<file path="src/fall_through_cfg.svh">
// Timing, width and reset constants for the fall-through depth chain.
// Assumes one 25 MHz clock shared by writer, reader and every stage.
`ifndef FALL_THROUGH_CFG_SVH
`define FALL_THROUGH_CFG_SVH

// ****************************************
// Widths and depths
// ****************************************
`define FT_DATA_WIDTH      9
`define FT_STAGE_DEPTH     8
`define FT_CHAIN_STAGES    2

// ****************************************
// Clock
// ****************************************
`define FT_CLK_PERIOD_NS   40

// ****************************************
// Flag latencies in clock cycles
// ****************************************
`define FT_OR_STAGE_CYCLES 3
`define FT_OR_HOP_CYCLES   4
`define FT_IR_STAGE_CYCLES 2
`define FT_IR_HOP_CYCLES   3

// ****************************************
// Mode strap capture
// ****************************************
`define FT_STRAP_CNT_W     2
`define FT_STRAP_SETTLE    2'h3
`define FT_STRAP_CNT_ZERO  2'h0
`define FT_STRAP_CNT_ONE   2'h1

`endif

</file>
<file path="src/fall_through_pkg.sv">
// Types shared by the fall-through depth chain.
// Assumes the constants header is on the include path.
`include "fall_through_cfg.svh"

package fall_through_pkg;

	// ****************************************
	// Types
	// ****************************************
	typedef logic [`FT_DATA_WIDTH-1:0] word_t;

	typedef enum logic
	{
		strap_wait,
		strap_held
	} strap_e;

endpackage

</file>
<file path="src/fall_through_stage_fifo.sv">
// Storage of one chain stage: a show-ahead FIFO with valid and ready on both sides.
// Assumes the caller never pushes while in_ready_out is low.
`timescale 1ns/100ps

module fall_through_stage_fifo #(
	parameter int WIDTH = 9,
	parameter int DEPTH = 8,
	parameter int CW    = $clog2(DEPTH + 1)
)
(
	// Clock and reset
	input  wire logic             ref_clk_in,
	input  wire logic             reset_in,
	// Fill side
	input  wire logic             in_valid_in,
	output logic                  in_ready_out,
	input  wire logic [WIDTH-1:0] in_data_in,
	// Drain side
	output logic                  out_valid_out,
	input  wire logic             out_ready_in,
	output logic [WIDTH-1:0]      out_data_out,
	// Fill level
	output logic [CW-1:0]         count_out
);

	localparam int AW = (DEPTH > 1) ? $clog2(DEPTH) : 1;

	logic [WIDTH-1:0] mem [DEPTH];
	logic [AW-1:0]    wr_ptr;
	logic [AW-1:0]    rd_ptr;
	logic [CW-1:0]    count;

	wire              push;
	wire              pop;
	wire [AW-1:0]     next_wr_ptr;
	wire [AW-1:0]     next_rd_ptr;

	// ****************************************
	// Handshake decode
	// ****************************************
	assign in_ready_out  = (count != CW'(DEPTH));
	assign out_valid_out = (count != '0);
	assign push          = in_valid_in & in_ready_out;
	assign pop           = out_ready_in & out_valid_out;
	assign out_data_out  = mem[rd_ptr];
	assign count_out     = count;
	assign next_wr_ptr   = (wr_ptr == AW'(DEPTH - 1)) ? '0 : wr_ptr + AW'(1);
	assign next_rd_ptr   = (rd_ptr == AW'(DEPTH - 1)) ? '0 : rd_ptr + AW'(1);

	// ****************************************
	// Pointers and level
	// ****************************************
	always_ff @(posedge ref_clk_in or posedge reset_in)
	begin
		if (reset_in)
		begin
			wr_ptr <= '0;
			rd_ptr <= '0;
			count  <= '0;
		end
		else
		begin
			if (push)
				wr_ptr <= next_wr_ptr;
			if (pop)
				rd_ptr <= next_rd_ptr;
			count <= count + CW'(push) - CW'(pop);
		end
	end

	// Array has no reset so it maps onto plain RAM
	always_ff @(posedge ref_clk_in)
	begin
		if (push)
			mem[wr_ptr] <= in_data_in;
	end

endmodule

</file>
<file path="src/fall_through_depth_chain.sv">
// Depth-expansion chain of fall-through FIFO stages joined output to input.
// Assumes writer and reader run on ref_clk_in; the mode strap may come from a pin.
`timescale 1ns/100ps
`include "fall_through_cfg.svh"

// Operation
// - Stages in series act as one FIFO holding the sum of stage depths plus one output word per stage.
// - Word at a stage output drops its output-ready, enabling the next stage write.
// - Empty chain: last output-ready low after (N-1)*4 transfer plus 3 read clocks.
// - Ripple delay hits only the first word; later words add no chain delay.
// - Freed slot drops that stage's input-ready so the preceding stage refills it.
// - Full chain: first input-ready low after (N-1)*3 transfer plus 2 write clocks.
module fall_through_depth_chain #(
	parameter int WIDTH  = `FT_DATA_WIDTH,
	parameter int DEPTH  = `FT_STAGE_DEPTH,
	parameter int STAGES = `FT_CHAIN_STAGES
)
(
	// Clock and reset
	input  wire logic              ref_clk_in,
	input  wire logic              reset_in,
	// Mode strap
	input  wire logic              fall_through_mode_in,
	// Write side of the first stage
	input  wire logic              write_en_n_in,
	input  wire logic [WIDTH-1:0]  data_in,
	output logic                   input_ready_n_out,
	// Read side of the last stage
	input  wire logic              read_en_n_in,
	output logic [WIDTH-1:0]       data_out,
	output logic                   output_ready_n_out,
	// Per-stage flags
	output logic [STAGES-1:0]      stage_output_ready_n_out,
	output logic [STAGES-1:0]      stage_input_ready_n_out
);

	localparam int CW     = $clog2(DEPTH + 1);
	localparam int TW     = $clog2(STAGES * (DEPTH + 1) + 1);
	localparam int LAST   = STAGES - 1;
	localparam int RIPPLE = (STAGES - 1) * `FT_OR_HOP_CYCLES + `FT_OR_STAGE_CYCLES;
	localparam int BUBBLE = (STAGES - 1) * `FT_IR_HOP_CYCLES + `FT_IR_STAGE_CYCLES;
	localparam int RIPPLE_PRE = RIPPLE - 1;
	localparam int BUBBLE_PRE = BUBBLE - 1;
	localparam int RIPPLE_SEEN = RIPPLE + 1;
	localparam logic [TW-1:0] CAPACITY = TW'(STAGES * (DEPTH + 1));

	// ****************************************
	// Mode strap capture
	// ****************************************
	logic                       mode_s1;
	logic                       mode_s2;
	logic                       mode_s3;
	logic [`FT_STRAP_CNT_W-1:0] strap_cnt;
	fall_through_pkg::strap_e   strap_state;
	logic                       chain_run;

	wire                        strap_stable;

	assign strap_stable = (mode_s2 == mode_s3);

	always_ff @(posedge ref_clk_in or posedge reset_in)
	begin
		if (reset_in)
		begin
			mode_s1 <= 1'b0;
			mode_s2 <= 1'b0;
			mode_s3 <= 1'b0;
		end
		else
		begin
			mode_s1 <= fall_through_mode_in;
			mode_s2 <= mode_s1;
			mode_s3 <= mode_s2;
		end
	end

	// Strap is caught once after release; later changes are ignored until the next reset
	always_ff @(posedge ref_clk_in or posedge reset_in)
	begin
		if (reset_in)
		begin
			strap_state <= fall_through_pkg::strap_wait;
			strap_cnt   <= `FT_STRAP_CNT_ZERO;
			chain_run   <= 1'b0;
		end
		else
		begin
			case (strap_state)
				fall_through_pkg::strap_wait:
				begin
					if (strap_cnt != `FT_STRAP_SETTLE)
						strap_cnt <= strap_cnt + `FT_STRAP_CNT_ONE;
					else if (strap_stable)
					begin
						chain_run   <= mode_s3;
						strap_state <= fall_through_pkg::strap_held;
					end
				end
				fall_through_pkg::strap_held:
				begin
					chain_run <= chain_run;
				end
				default:
				begin
					strap_state <= fall_through_pkg::strap_wait;
				end
			endcase
		end
	end

	// ****************************************
	// Stage state
	// ****************************************
	logic [WIDTH-1:0]           stage_word [STAGES];
	logic [STAGES-1:0]          word_ready_n;
	logic [STAGES-1:0]          ir_n;
	logic [STAGES-1:0]          head_a;
	logic [STAGES-1:0]          head_b;
	logic [STAGES-1:0]          space_a;
	logic [STAGES-1:0]          space_b;

	wire  [STAGES-1:0]          push;
	wire  [STAGES-1:0]          drain;
	wire  [STAGES-1:0]          load;
	wire  [STAGES-1:0]          fifo_valid;
	wire  [STAGES-1:0]          fifo_ready;
	wire  [STAGES-1:0]          will_full;
	wire  [WIDTH-1:0]           feed [STAGES];
	wire  [WIDTH-1:0]           fifo_head [STAGES];
	wire  [CW-1:0]              fifo_count [STAGES];
	wire  [CW-1:0]              count_after [STAGES];

	genvar i;
	generate
		for (i = 0; i < STAGES; i++)
		begin : g_stage
			// Write into a stage needs its own input-ready low
			if (i == 0)
			begin : g_head
				assign push[i] = chain_run & ~write_en_n_in & ~ir_n[i];
				assign feed[i] = data_in;
			end
			else
			begin : g_link
				assign push[i] = ~word_ready_n[i-1] & ~ir_n[i];
				assign feed[i] = stage_word[i-1];
			end

			if (i == LAST)
			begin : g_tail
				assign drain[i] = ~read_en_n_in & ~word_ready_n[i];
			end
			else
			begin : g_mid
				assign drain[i] = push[i+1];
			end

			// Two-cycle head settle gives the three-cycle fall-through per stage
			assign load[i]        = fifo_valid[i] & head_b[i] & (word_ready_n[i] | drain[i]);
			assign count_after[i] = fifo_count[i] + CW'(push[i]) - CW'(load[i]);
			assign will_full[i]   = (count_after[i] == CW'(DEPTH));

			fall_through_stage_fifo #(
				.WIDTH (WIDTH),
				.DEPTH (DEPTH),
				.CW    (CW)
			) u_store (
				.ref_clk_in    (ref_clk_in),
				.reset_in      (reset_in),
				.in_valid_in   (push[i]),
				.in_ready_out  (fifo_ready[i]),
				.in_data_in    (feed[i]),
				.out_valid_out (fifo_valid[i]),
				.out_ready_in  (load[i]),
				.out_data_out  (fifo_head[i]),
				.count_out     (fifo_count[i])
			);

			property p_store_room;
				@(posedge ref_clk_in) disable iff (reset_in)
				push[i] |-> fifo_ready[i];
			endproperty
			a_store_room: assert property (p_store_room) else $error("write into a full stage store");

			always_ff @(posedge ref_clk_in or posedge reset_in)
			begin
				if (reset_in)
				begin
					stage_word[i]   <= '0;
					word_ready_n[i] <= 1'b1;
					head_a[i]       <= 1'b0;
					head_b[i]       <= 1'b0;
				end
				else
				begin
					head_a[i] <= fifo_valid[i];
					head_b[i] <= head_a[i] & fifo_valid[i];
					if (load[i])
					begin
						stage_word[i]   <= fifo_head[i];
						word_ready_n[i] <= 1'b0;
					end
					else if (drain[i])
						word_ready_n[i] <= 1'b1;
				end
			end

			// Flag rises in the same edge that fills the last slot, so no write is lost
			always_ff @(posedge ref_clk_in or posedge reset_in)
			begin
				if (reset_in)
				begin
					space_a[i] <= 1'b0;
					space_b[i] <= 1'b0;
					ir_n[i]    <= 1'b1;
				end
				else
				begin
					space_a[i] <= ~will_full[i];
					space_b[i] <= space_a[i] & ~will_full[i];
					ir_n[i]    <= ~(chain_run & space_b[i] & ~will_full[i]);
				end
			end
		end
	endgenerate

	// ****************************************
	// Outputs
	// ****************************************
	assign data_out                 = stage_word[LAST];
	assign output_ready_n_out       = word_ready_n[LAST];
	assign input_ready_n_out        = ir_n[0];
	assign stage_output_ready_n_out = word_ready_n;
	assign stage_input_ready_n_out  = ir_n;

	// ****************************************
	// Checks
	// ****************************************
	logic [TW-1:0] chain_level;

	always_comb
	begin
		chain_level = '0;
		for (int k = 0; k < STAGES; k++)
			chain_level = chain_level + TW'(fifo_count[k]) + TW'(word_ready_n[k] == 1'b0);
	end

	wire chain_empty;
	wire chain_full;

	assign chain_empty = (chain_level == '0);
	assign chain_full  = (chain_level == CAPACITY);

	property p_ripple_first;
		@(posedge ref_clk_in) disable iff (reset_in)
		(push[0] & chain_empty) |=> ##RIPPLE !output_ready_n_out;
	endproperty
	a_ripple_first: assert property (p_ripple_first) else $error("first word late at chain output");

	property p_ripple_not_early;
		@(posedge ref_clk_in) disable iff (reset_in)
		(push[0] & chain_empty) |=> ##RIPPLE_PRE output_ready_n_out;
	endproperty
	a_ripple_not_early: assert property (p_ripple_not_early) else $error("first word early at chain output");

	property p_bubble_first;
		@(posedge ref_clk_in) disable iff (reset_in)
		(chain_full & drain[LAST]) |=> ##BUBBLE !input_ready_n_out;
	endproperty
	a_bubble_first: assert property (p_bubble_first) else $error("free slot late at chain input");

	property p_bubble_not_early;
		@(posedge ref_clk_in) disable iff (reset_in)
		(chain_full & drain[LAST]) |=> ##BUBBLE_PRE input_ready_n_out;
	endproperty
	a_bubble_not_early: assert property (p_bubble_not_early) else $error("free slot early at chain input");

	property p_stage_fall;
		@(posedge ref_clk_in) disable iff (reset_in)
		(push[LAST] & (fifo_count[LAST] == '0) & word_ready_n[LAST] & read_en_n_in) |=> ##3 !word_ready_n[LAST];
	endproperty
	a_stage_fall: assert property (p_stage_fall) else $error("stage output not ready three cycles after write");

	property p_stream_no_gap;
		@(posedge ref_clk_in) disable iff (reset_in)
		(drain[LAST] & head_b[LAST] & (fifo_count[LAST] > CW'(1))) |=> !output_ready_n_out;
	endproperty
	a_stream_no_gap: assert property (p_stream_no_gap) else $error("gap between streamed words");

	property p_no_overflow;
		@(posedge ref_clk_in) disable iff (reset_in)
		(chain_level <= CAPACITY) and (chain_full |-> input_ready_n_out);
	endproperty
	a_no_overflow: assert property (p_no_overflow) else $error("chain level beyond its capacity");

	property p_free_slot;
		@(posedge ref_clk_in) disable iff (reset_in)
		(chain_run & will_full[0]) ##1 (!will_full[0]) [*3] |=> !input_ready_n_out;
	endproperty
	a_free_slot: assert property (p_free_slot) else $error("freed slot did not lower input ready");

	property p_order_pass;
		@(posedge ref_clk_in) disable iff (reset_in)
		(!word_ready_n[LAST] & !drain[LAST]) |=> (!output_ready_n_out & $stable(data_out));
	endproperty
	a_order_pass: assert property (p_order_pass) else $error("held output word changed before it was read");

	c_first_word: cover property (@(posedge ref_clk_in) disable iff (reset_in)
		push[0] & chain_empty ##RIPPLE_SEEN !output_ready_n_out);
	c_full_read:  cover property (@(posedge ref_clk_in) disable iff (reset_in) chain_full & drain[LAST]);
	c_stream:     cover property (@(posedge ref_clk_in) disable iff (reset_in) drain[LAST] ##1 drain[LAST] ##1 drain[LAST]);

endmodule

</file>
<file path="config.mk">
export PLATFORM = sky130hd
export DESIGN_NAME = fall_through_depth_chain
export DESIGN_NICKNAME = d
export VERILOG_FILES = /design/src/fall_through_pkg.sv /design/src/fall_through_stage_fifo.sv /design/src/fall_through_depth_chain.sv
export VERILOG_INCLUDE_DIRS = /design/src
export SDC_FILE = /design/constraint.sdc
export NUM_CORES = 1
export LEC_CHECK = 0
export BUFFER_PORTS_ARGS = -buffer_cell sky130_fd_sc_hd__buf_2
export CAP_MARGIN = 5
export CORE_MARGIN = 5
export CORE_UTILIZATION = 44
export DETAILED_ROUTE_END_ITERATION = 8
export SETUP_SLACK_MARGIN = 0.4
export SLEW_MARGIN = 20
export SYNTH_ARGS = -nofsm -noshare
export SYNTH_HDL_FRONTEND = slang
export SYNTH_HIERARCHICAL = 1
export SYNTH_SLANG_ARGS = --single-unit
export TNS_END_PERCENT = 10
</file>
<file path="constraint.sdc">
create_clock -name ref_clk_in -period 2.8 [get_ports ref_clk_in]
set_input_delay 0.42 -clock ref_clk_in [delete_from_list [all_inputs] [get_ports ref_clk_in]]
set_output_delay 0.42 -clock ref_clk_in [all_outputs]
set_load 0.01 [all_outputs]
</file>
# Word-level counts from Yosys, hierarchy flattened
# Memory sizes are Yosys's and may differ from the RTL's. A register that Yosys moved wholly into a read port is not among the register bits.
# Cells that the tools add are included.
# W data, S select, Z words.
totals:
  ff_bits: 39
  memories: 2
  romBits: 0
  mem_bits_rw: 144
  inputBits: 14
  latchBits: 0
op_classes:
  n_div: 0
  eq_ne: 12
  bitwise: 33
  shift: 0
  n_lt_le_gt_ge: 0
  reduce_logical: 6
  mul: 0
  n_mux: 18
  add_sub_neg: 13
mem_list:
  columns: ["memory", "depth", "width", "rd", "rd_ports_with_merged_regs", "wr", "line", "text"]
  rows:
  - ["g_stage[0].u_store.mem", 8, 9, 1, 1, 1, "fall_through_stage_fifo.sv:28", "logic [WIDTH-1:0] mem [DEPTH];"]
  - ["g_stage[1].u_store.mem", 8, 9, 1, 1, 1, "fall_through_stage_fifo.sv:28", null]
ops:
  columns: ["cell", "n"]
  rows:
  - ["$and A1 B1 Y1", 20]
  - ["$add A4 B1 Y4", 4]
  - ["$sub A4 B1 Y4", 4]
  - ["$mux W1", 14]
  - ["$add A3 B1 Y3 const B", 4]
  - ["$eq A3 B3 Y1 const B", 4]
  - ["$mux W3", 4]
  - ["$not A1 Y1", 11]
  - ["$eq A4 B4 Y1 const B", 2]
  - ["$ne A4 B4 Y1 const B", 2]
  - ["$reduce_bool A4 Y1", 2]
  - ["$ne A2 B2 Y1 const B", 3]
  - ["$reduce_bool A2 Y1", 2]
  - ["$reduce_and A3 Y1", 1]
  - ["$add A2 B1 Y2 const B", 1]
  - ["$or A1 B1 Y1", 2]
  - ["$reduce_and A2 Y1", 1]
  - ["$eq A1 B1 Y1", 1]

# Longest topological paths before layout
logic_depth:
  depth_word: 9
  depth_mapped: 14
  depth_no_buf: 13

# By module
# Netlist, hierarchy kept.
modules_own_cells:
  columns: ["mod", "area_per_inst_um2", "instances", "cells_per_inst"]
  rows:
  - ["fall_through_stage_fifo at g_stage[0].u_store", 3402.0, 1, 164]
  - ["fall_through_stage_fifo at g_stage[1].u_store", 3395.8, 1, 163]
  - ["fall_through_depth_chain", 1705.4, 1, 128]

# Worst setup path after synthesis
# Ideal clock, no wire load.
synth_timing:
  kind: "register to register"
  startpoint: "register g_stage[0].u_store.count[2]"
  endpoint: "register g_stage[0].u_store.count[2]"
  setup_time_ps: 122
  required_time_ps: 2678
  stages_incl_launch_ff: 14
  slack_ps: 121
  arrival_ps: 2557
  cell_sequence: "dfrtp_1 -> inv_1 -> ha_1 -> or3b_2 -> nand2_1 -> nor2_4 -> buf_6 -> nand2_1 -> inv_1 -> ha_1 -> inv_1 -> ha_1 -> fa_1 -> xor2_1"
synth_between:
  elab_chain_cells: 5
  elab_cells_between_ends: 8
synth_rtl:
  columns: ["element", "line", "text"]
  rows:
  - ["start: declaration", "fall_through_stage_fifo.sv:31", "logic [CW-1:0] count;"]
  - ["start signal: assignment", "fall_through_stage_fifo.sv:67", "count <= count + CW'(push) - CW'(pop);"]
  - ["$reduce_bool A4 Y1", "fall_through_stage_fifo.sv:42", "assign out_valid_out = (count != '0);"]
  - ["net fifo_valid[0]", "fall_through_depth_chain.sv:125", "wire [STAGES-1:0] fifo_valid;"]
  - ["$and A1 B1 Y1 (2 in series)", "fall_through_depth_chain.sv:159", "assign load[i] = fifo_valid[i] & head_b[i] & (word_ready_n[i] | drain[i]);"]
  - ["net load[0]", "fall_through_depth_chain.sv:124", "wire [STAGES-1:0] load;"]
  - ["$and A1 B1 Y1", "fall_through_stage_fifo.sv:44", "assign pop = out_ready_in & out_valid_out;"]
  - ["net g_stage[0].u_store.pop", "fall_through_stage_fifo.sv:34", "wire pop;"]
  - ["$sub A4 B1 Y4", "fall_through_stage_fifo.sv:67", null]
# The timed path passes the listed nets, and every way through them passes these cells.
# A chain may end at the register's enable or synchronous reset.

# Worst setup path in the final report
layout_timing:
  startpoint: "register g_stage[1].u_store.count[2]"
  endpoint: "register ir_n[1], in the netlist stage_input_ready_n_out[1]"
layout_between:
  elab_chain_cells: 8
  elab_cells_between_ends: 9
layout_rtl:
  columns: ["element", "line", "text"]
  rows:
  - ["start: declaration", "fall_through_stage_fifo.sv:31", null]
  - ["start signal: assignment", "fall_through_stage_fifo.sv:67", null]
  - ["$reduce_bool A4 Y1", "fall_through_stage_fifo.sv:42", null]
  - ["net fifo_valid[1]", "fall_through_depth_chain.sv:125", null]
  - ["$and A1 B1 Y1 (2 in series)", "fall_through_depth_chain.sv:159", null]
  - ["$sub A4 B1 Y4", "fall_through_depth_chain.sv:160", "assign count_after[i] = fifo_count[i] + CW'(push[i]) - CW'(load[i]);"]
  - ["$eq A4 B4 Y1", "fall_through_depth_chain.sv:161", "assign will_full[i] = (count_after[i] == CW'(DEPTH));"]
  - ["$not A1 Y1", "fall_through_depth_chain.sv:221", "ir_n[i] <= ~(chain_run & space_b[i] & ~will_full[i]);"]
  - ["$and A1 B1 Y1", "fall_through_depth_chain.sv:221", null]
  - ["$not A1 Y1", "fall_through_depth_chain.sv:221", null]
  - ["end signal: indexed assignment", "fall_through_depth_chain.sv:221", null]
  - ["end: declaration", "fall_through_depth_chain.sv:116", "logic [STAGES-1:0] ir_n;"]
# The timed path passes the listed nets, and every way through them passes these cells.

==> run metrics <==
run status finished, final reports clean; gr ovfl total 0; Post-Synthesis Cells 455; GRT busiest layer met2; Critical Path Start Type flip-flop; first-pass GRT wire length 22730 um; sequential power share 44.5%; Post-synth EDFFs 144; Max Cap Viol 0; Tot GR Track Use 13.00%; Mapped Area 8503 um^2; CTS root buffer clkbuf_16; initial antenna violation count 0; reg2reg start g_stage[1].u_store/count_out[2]; post-route antenna net violation count 0; Top FF cell, synth edfxtp_1; endpoints failing setup 0; Hold Path Class primary input to flip-flop; pwr/cell area 946.6 nW/um^2; Worst path max stage delay 0.51 ns; commonest non-fill, non-tap cell in the layout edfxtp_1; initial DRC count 170; number of fill cells in the layout 1566; Relative slew margins 26.83%; sw power 2620 uW; Worst-Skew Late Latency 0.49 ns; Reg clk slew, reported paths 0.06 ns; Gate power share 26.6%; CP Launch Point g_stage[1].u_store/count_out[2]; die width 149.0 um; CP Max Fanout 3; CP Capture Type flip-flop; clock sink count 201; final wirelength 14000 um; crit-path most repeated cell inv_2; family with the most delay on the worst path adder cells; largest net degree at the start of global routing 26; clock buffer depth 3; Worst Hold Slack 0.03557 ns; Die Y-Extent 149.0 um; Place WS 0.04587 ns; H-Tree Depth 1; worst-margin pin slew 1.093 ns; diode count 0; Synth cell types 37; worst vdd ir 0.6794 mV; gpl congestion 0.6929; Cell Rows 50; Final min period 2.490 ns; Via density 5.011; Synth Warn # 6; Worst Setup Path Type flip-flop to flip-flop; FF+latch count, synth 201; DRC Markers 0; ratio of cells with drive above 1 in the final layout 32.28%; WP data arrival 2.93 ns; number of port buffers 28; most frequent cells in the layout 144 x edfxtp_1, 53 x dfrtp_1, 41 x mux2_2, 34 x mux4_1, 29 x buf_4; core area 18890 um^2; met2 global-route usage 22.83%; Placed Instance Area 9030 um^2; die area 22210 um^2; Slew Limit Fails 0; vias post-DR 4004; Int Pwr 6713 uW; RSZ-0062 raised after global routing true; Sw Ratio 28.07%; clk_skew 0.01583 ns; total CTS buffers 22; Final Cycle Share 88.93%; Hold Vio Cnt, Final 0; WP buf/inv 2; I/O Pins 29; met1 Track Usage GR 16.59%; met3 Use GR 2.492%; Starting Density 45.01%; Critical Path Slowest Stage Cell fa_2; Leak 0.003773 uW; post-synthesis async set-or-reset flop share 28.36%; post-route cell area 9859 um^2; drt first pass iters 4; post-synthesis sequential area ratio 67.69%; Hold Path Origin fall_through_mode_in; Clk pwr share 28.9%; CTS tree done; Detailed Place HPWL 8976 um; WL/cell 17.52 um; fin worst setup slack 0.3100 ns; Area Overhead vs Synth 15.95%; Mapped Nets 500; final setup TNS 0 ns; syn avg cell area 18.69 um^2; vias in the first global route 4306; nets@finish 568; maximum clock rate 401.6 MHz; Worst EP required 3.24 ns; CP cell instances inv_2 > ha_4 > or3b_4 > nand2_4 > nor2_4 > xor2_1 > ha_2 > inv_2 > fa_2 > nor3b_4 > a31o_2
## sequential cells by signal (all words and copies together) (netlist names), 2 cells and up
name and flops:
g_stage.u_store/mem 144, data_out 9, feed 9, g_stage.u_store/count_out 8, g_stage.u_store/rd_ptr 6, g_stage.u_store/wr_ptr 6, head_a 2, head_b 2
space_a 2, space_b 2, strap_cnt 2
## metal layers
metal | routed length [um] | up-vias
li1 | - | 1903
met1 | 6062 | 2016
met2 | 7111 | 62
met3 | 515 | 23
met4 | 306 | 0
met5 | 0 | -
## cells in the mapped netlist, types with 2 or more instances
cell type,count,area [um^2]
nand2_1,10,37.54
or3b_2,4,35.03
a31oi_1,3,18.77
nor2b_4,2,27.53
buf_1,2,7.510
inv_1,30,112.6
a21oi_1,7,35.03
xnor2_1,3,26.28
dfrtp_1,53,1326
mux4_1,34,893.4
a31o_2,2,17.52
buf_6,6,67.56
dfstp_2,4,105.1
nor3_1,8,40.04
nor4_1,2,12.51
nand3_1,8,40.04
nor2b_1,3,18.77
ha_1,27,337.8
mux2_2,41,461.7
nor3b_2,2,25.02
edfxtp_1,144,4324
buf_4,2,15.01
mux2_4,8,120.1
nand2_2,2,12.51
and2_1,2,12.51
fa_1,4,80.08
nand2b_1,4,25.02
a21o_1,4,30.03
mux4_2,2,45.04
nor2_1,14,52.55
xor2_1,9,78.83
buf_2,4,20.02
## final timing paths
kind | endpoint | slack [ns] | cells after the start
hold reg to reg | mode_s2 | 0.35 | 0
setup reg to reg | stage_input_ready_n_out[1] | 0.31 | 11
setup / recovery | stage_input_ready_n_out[1] | 0.31 | 11
hold / removal | mode_s1 | 0.04 | 1
min in group asynchronous | g_stage[1].u_store/count_out[3] | 0.50 | 3
max in group asynchronous | input_ready_n_out | 1.50 | 4
## final cells by class
type	instances	area, um^2	area share (%)
inverter	30	112.6	1.142
tap	260	325.3	3.299
clock buffer	35	660.6	6.701
clock inverter	5	31.28	0.3173
multi-input combinational	210	2606	26.43
timing repair buffer	58	367.9	3.731
sequential	201	5756	58.38
## power by group through the flow
stage / clock network, uW / registers [uW] / logic, uW
after floorplan: 0 / 4030 / 1940
after global placement: 0 / 4200 / 2220
after detailed placement: 0 / 4250 / 2300
after CTS: 2790 / 4180 / 2520
after global routing: 2910 / 4230 / 2760
final: 2700 / 4150 / 2480
## repair_timing
item | in CTS | in global routing
setup buffers | 9 | 2
endpoints found under the setup margin | 12 | 39
pin swaps | 9 | 1
gates resized for setup | 10 | 0
endpoints found under the hold margin | 31 | 0
hold buffers | 1 | 0
## stage by stage
stage               util (%)  instances  power [uW]
finish                 52.19        799        9333
global route           52.19        799        9902
CTS                    52.11        797        9484
detailed placement     47.79        747        6546
floorplan                  -        455        5964
global placement       47.79        747        6419
## cells by family (layout without fill, tap and decap cells)
kind of cell,after synthesis,count (layout),share of synthesized area (%)
AO/OA/AOI/OAI,16,16,1.192
XOR/XNOR,12,12,1.236
AND/OR/NAND/NOR,66,66,4.473
flip-flops,201,201,67.69
multiplexers,85,85,17.88
buffers and inverters,44,128,2.619
adder cells (fa/ha/maj),31,31,4.915
No activity file was read; power rests on OpenSTA's default activity.
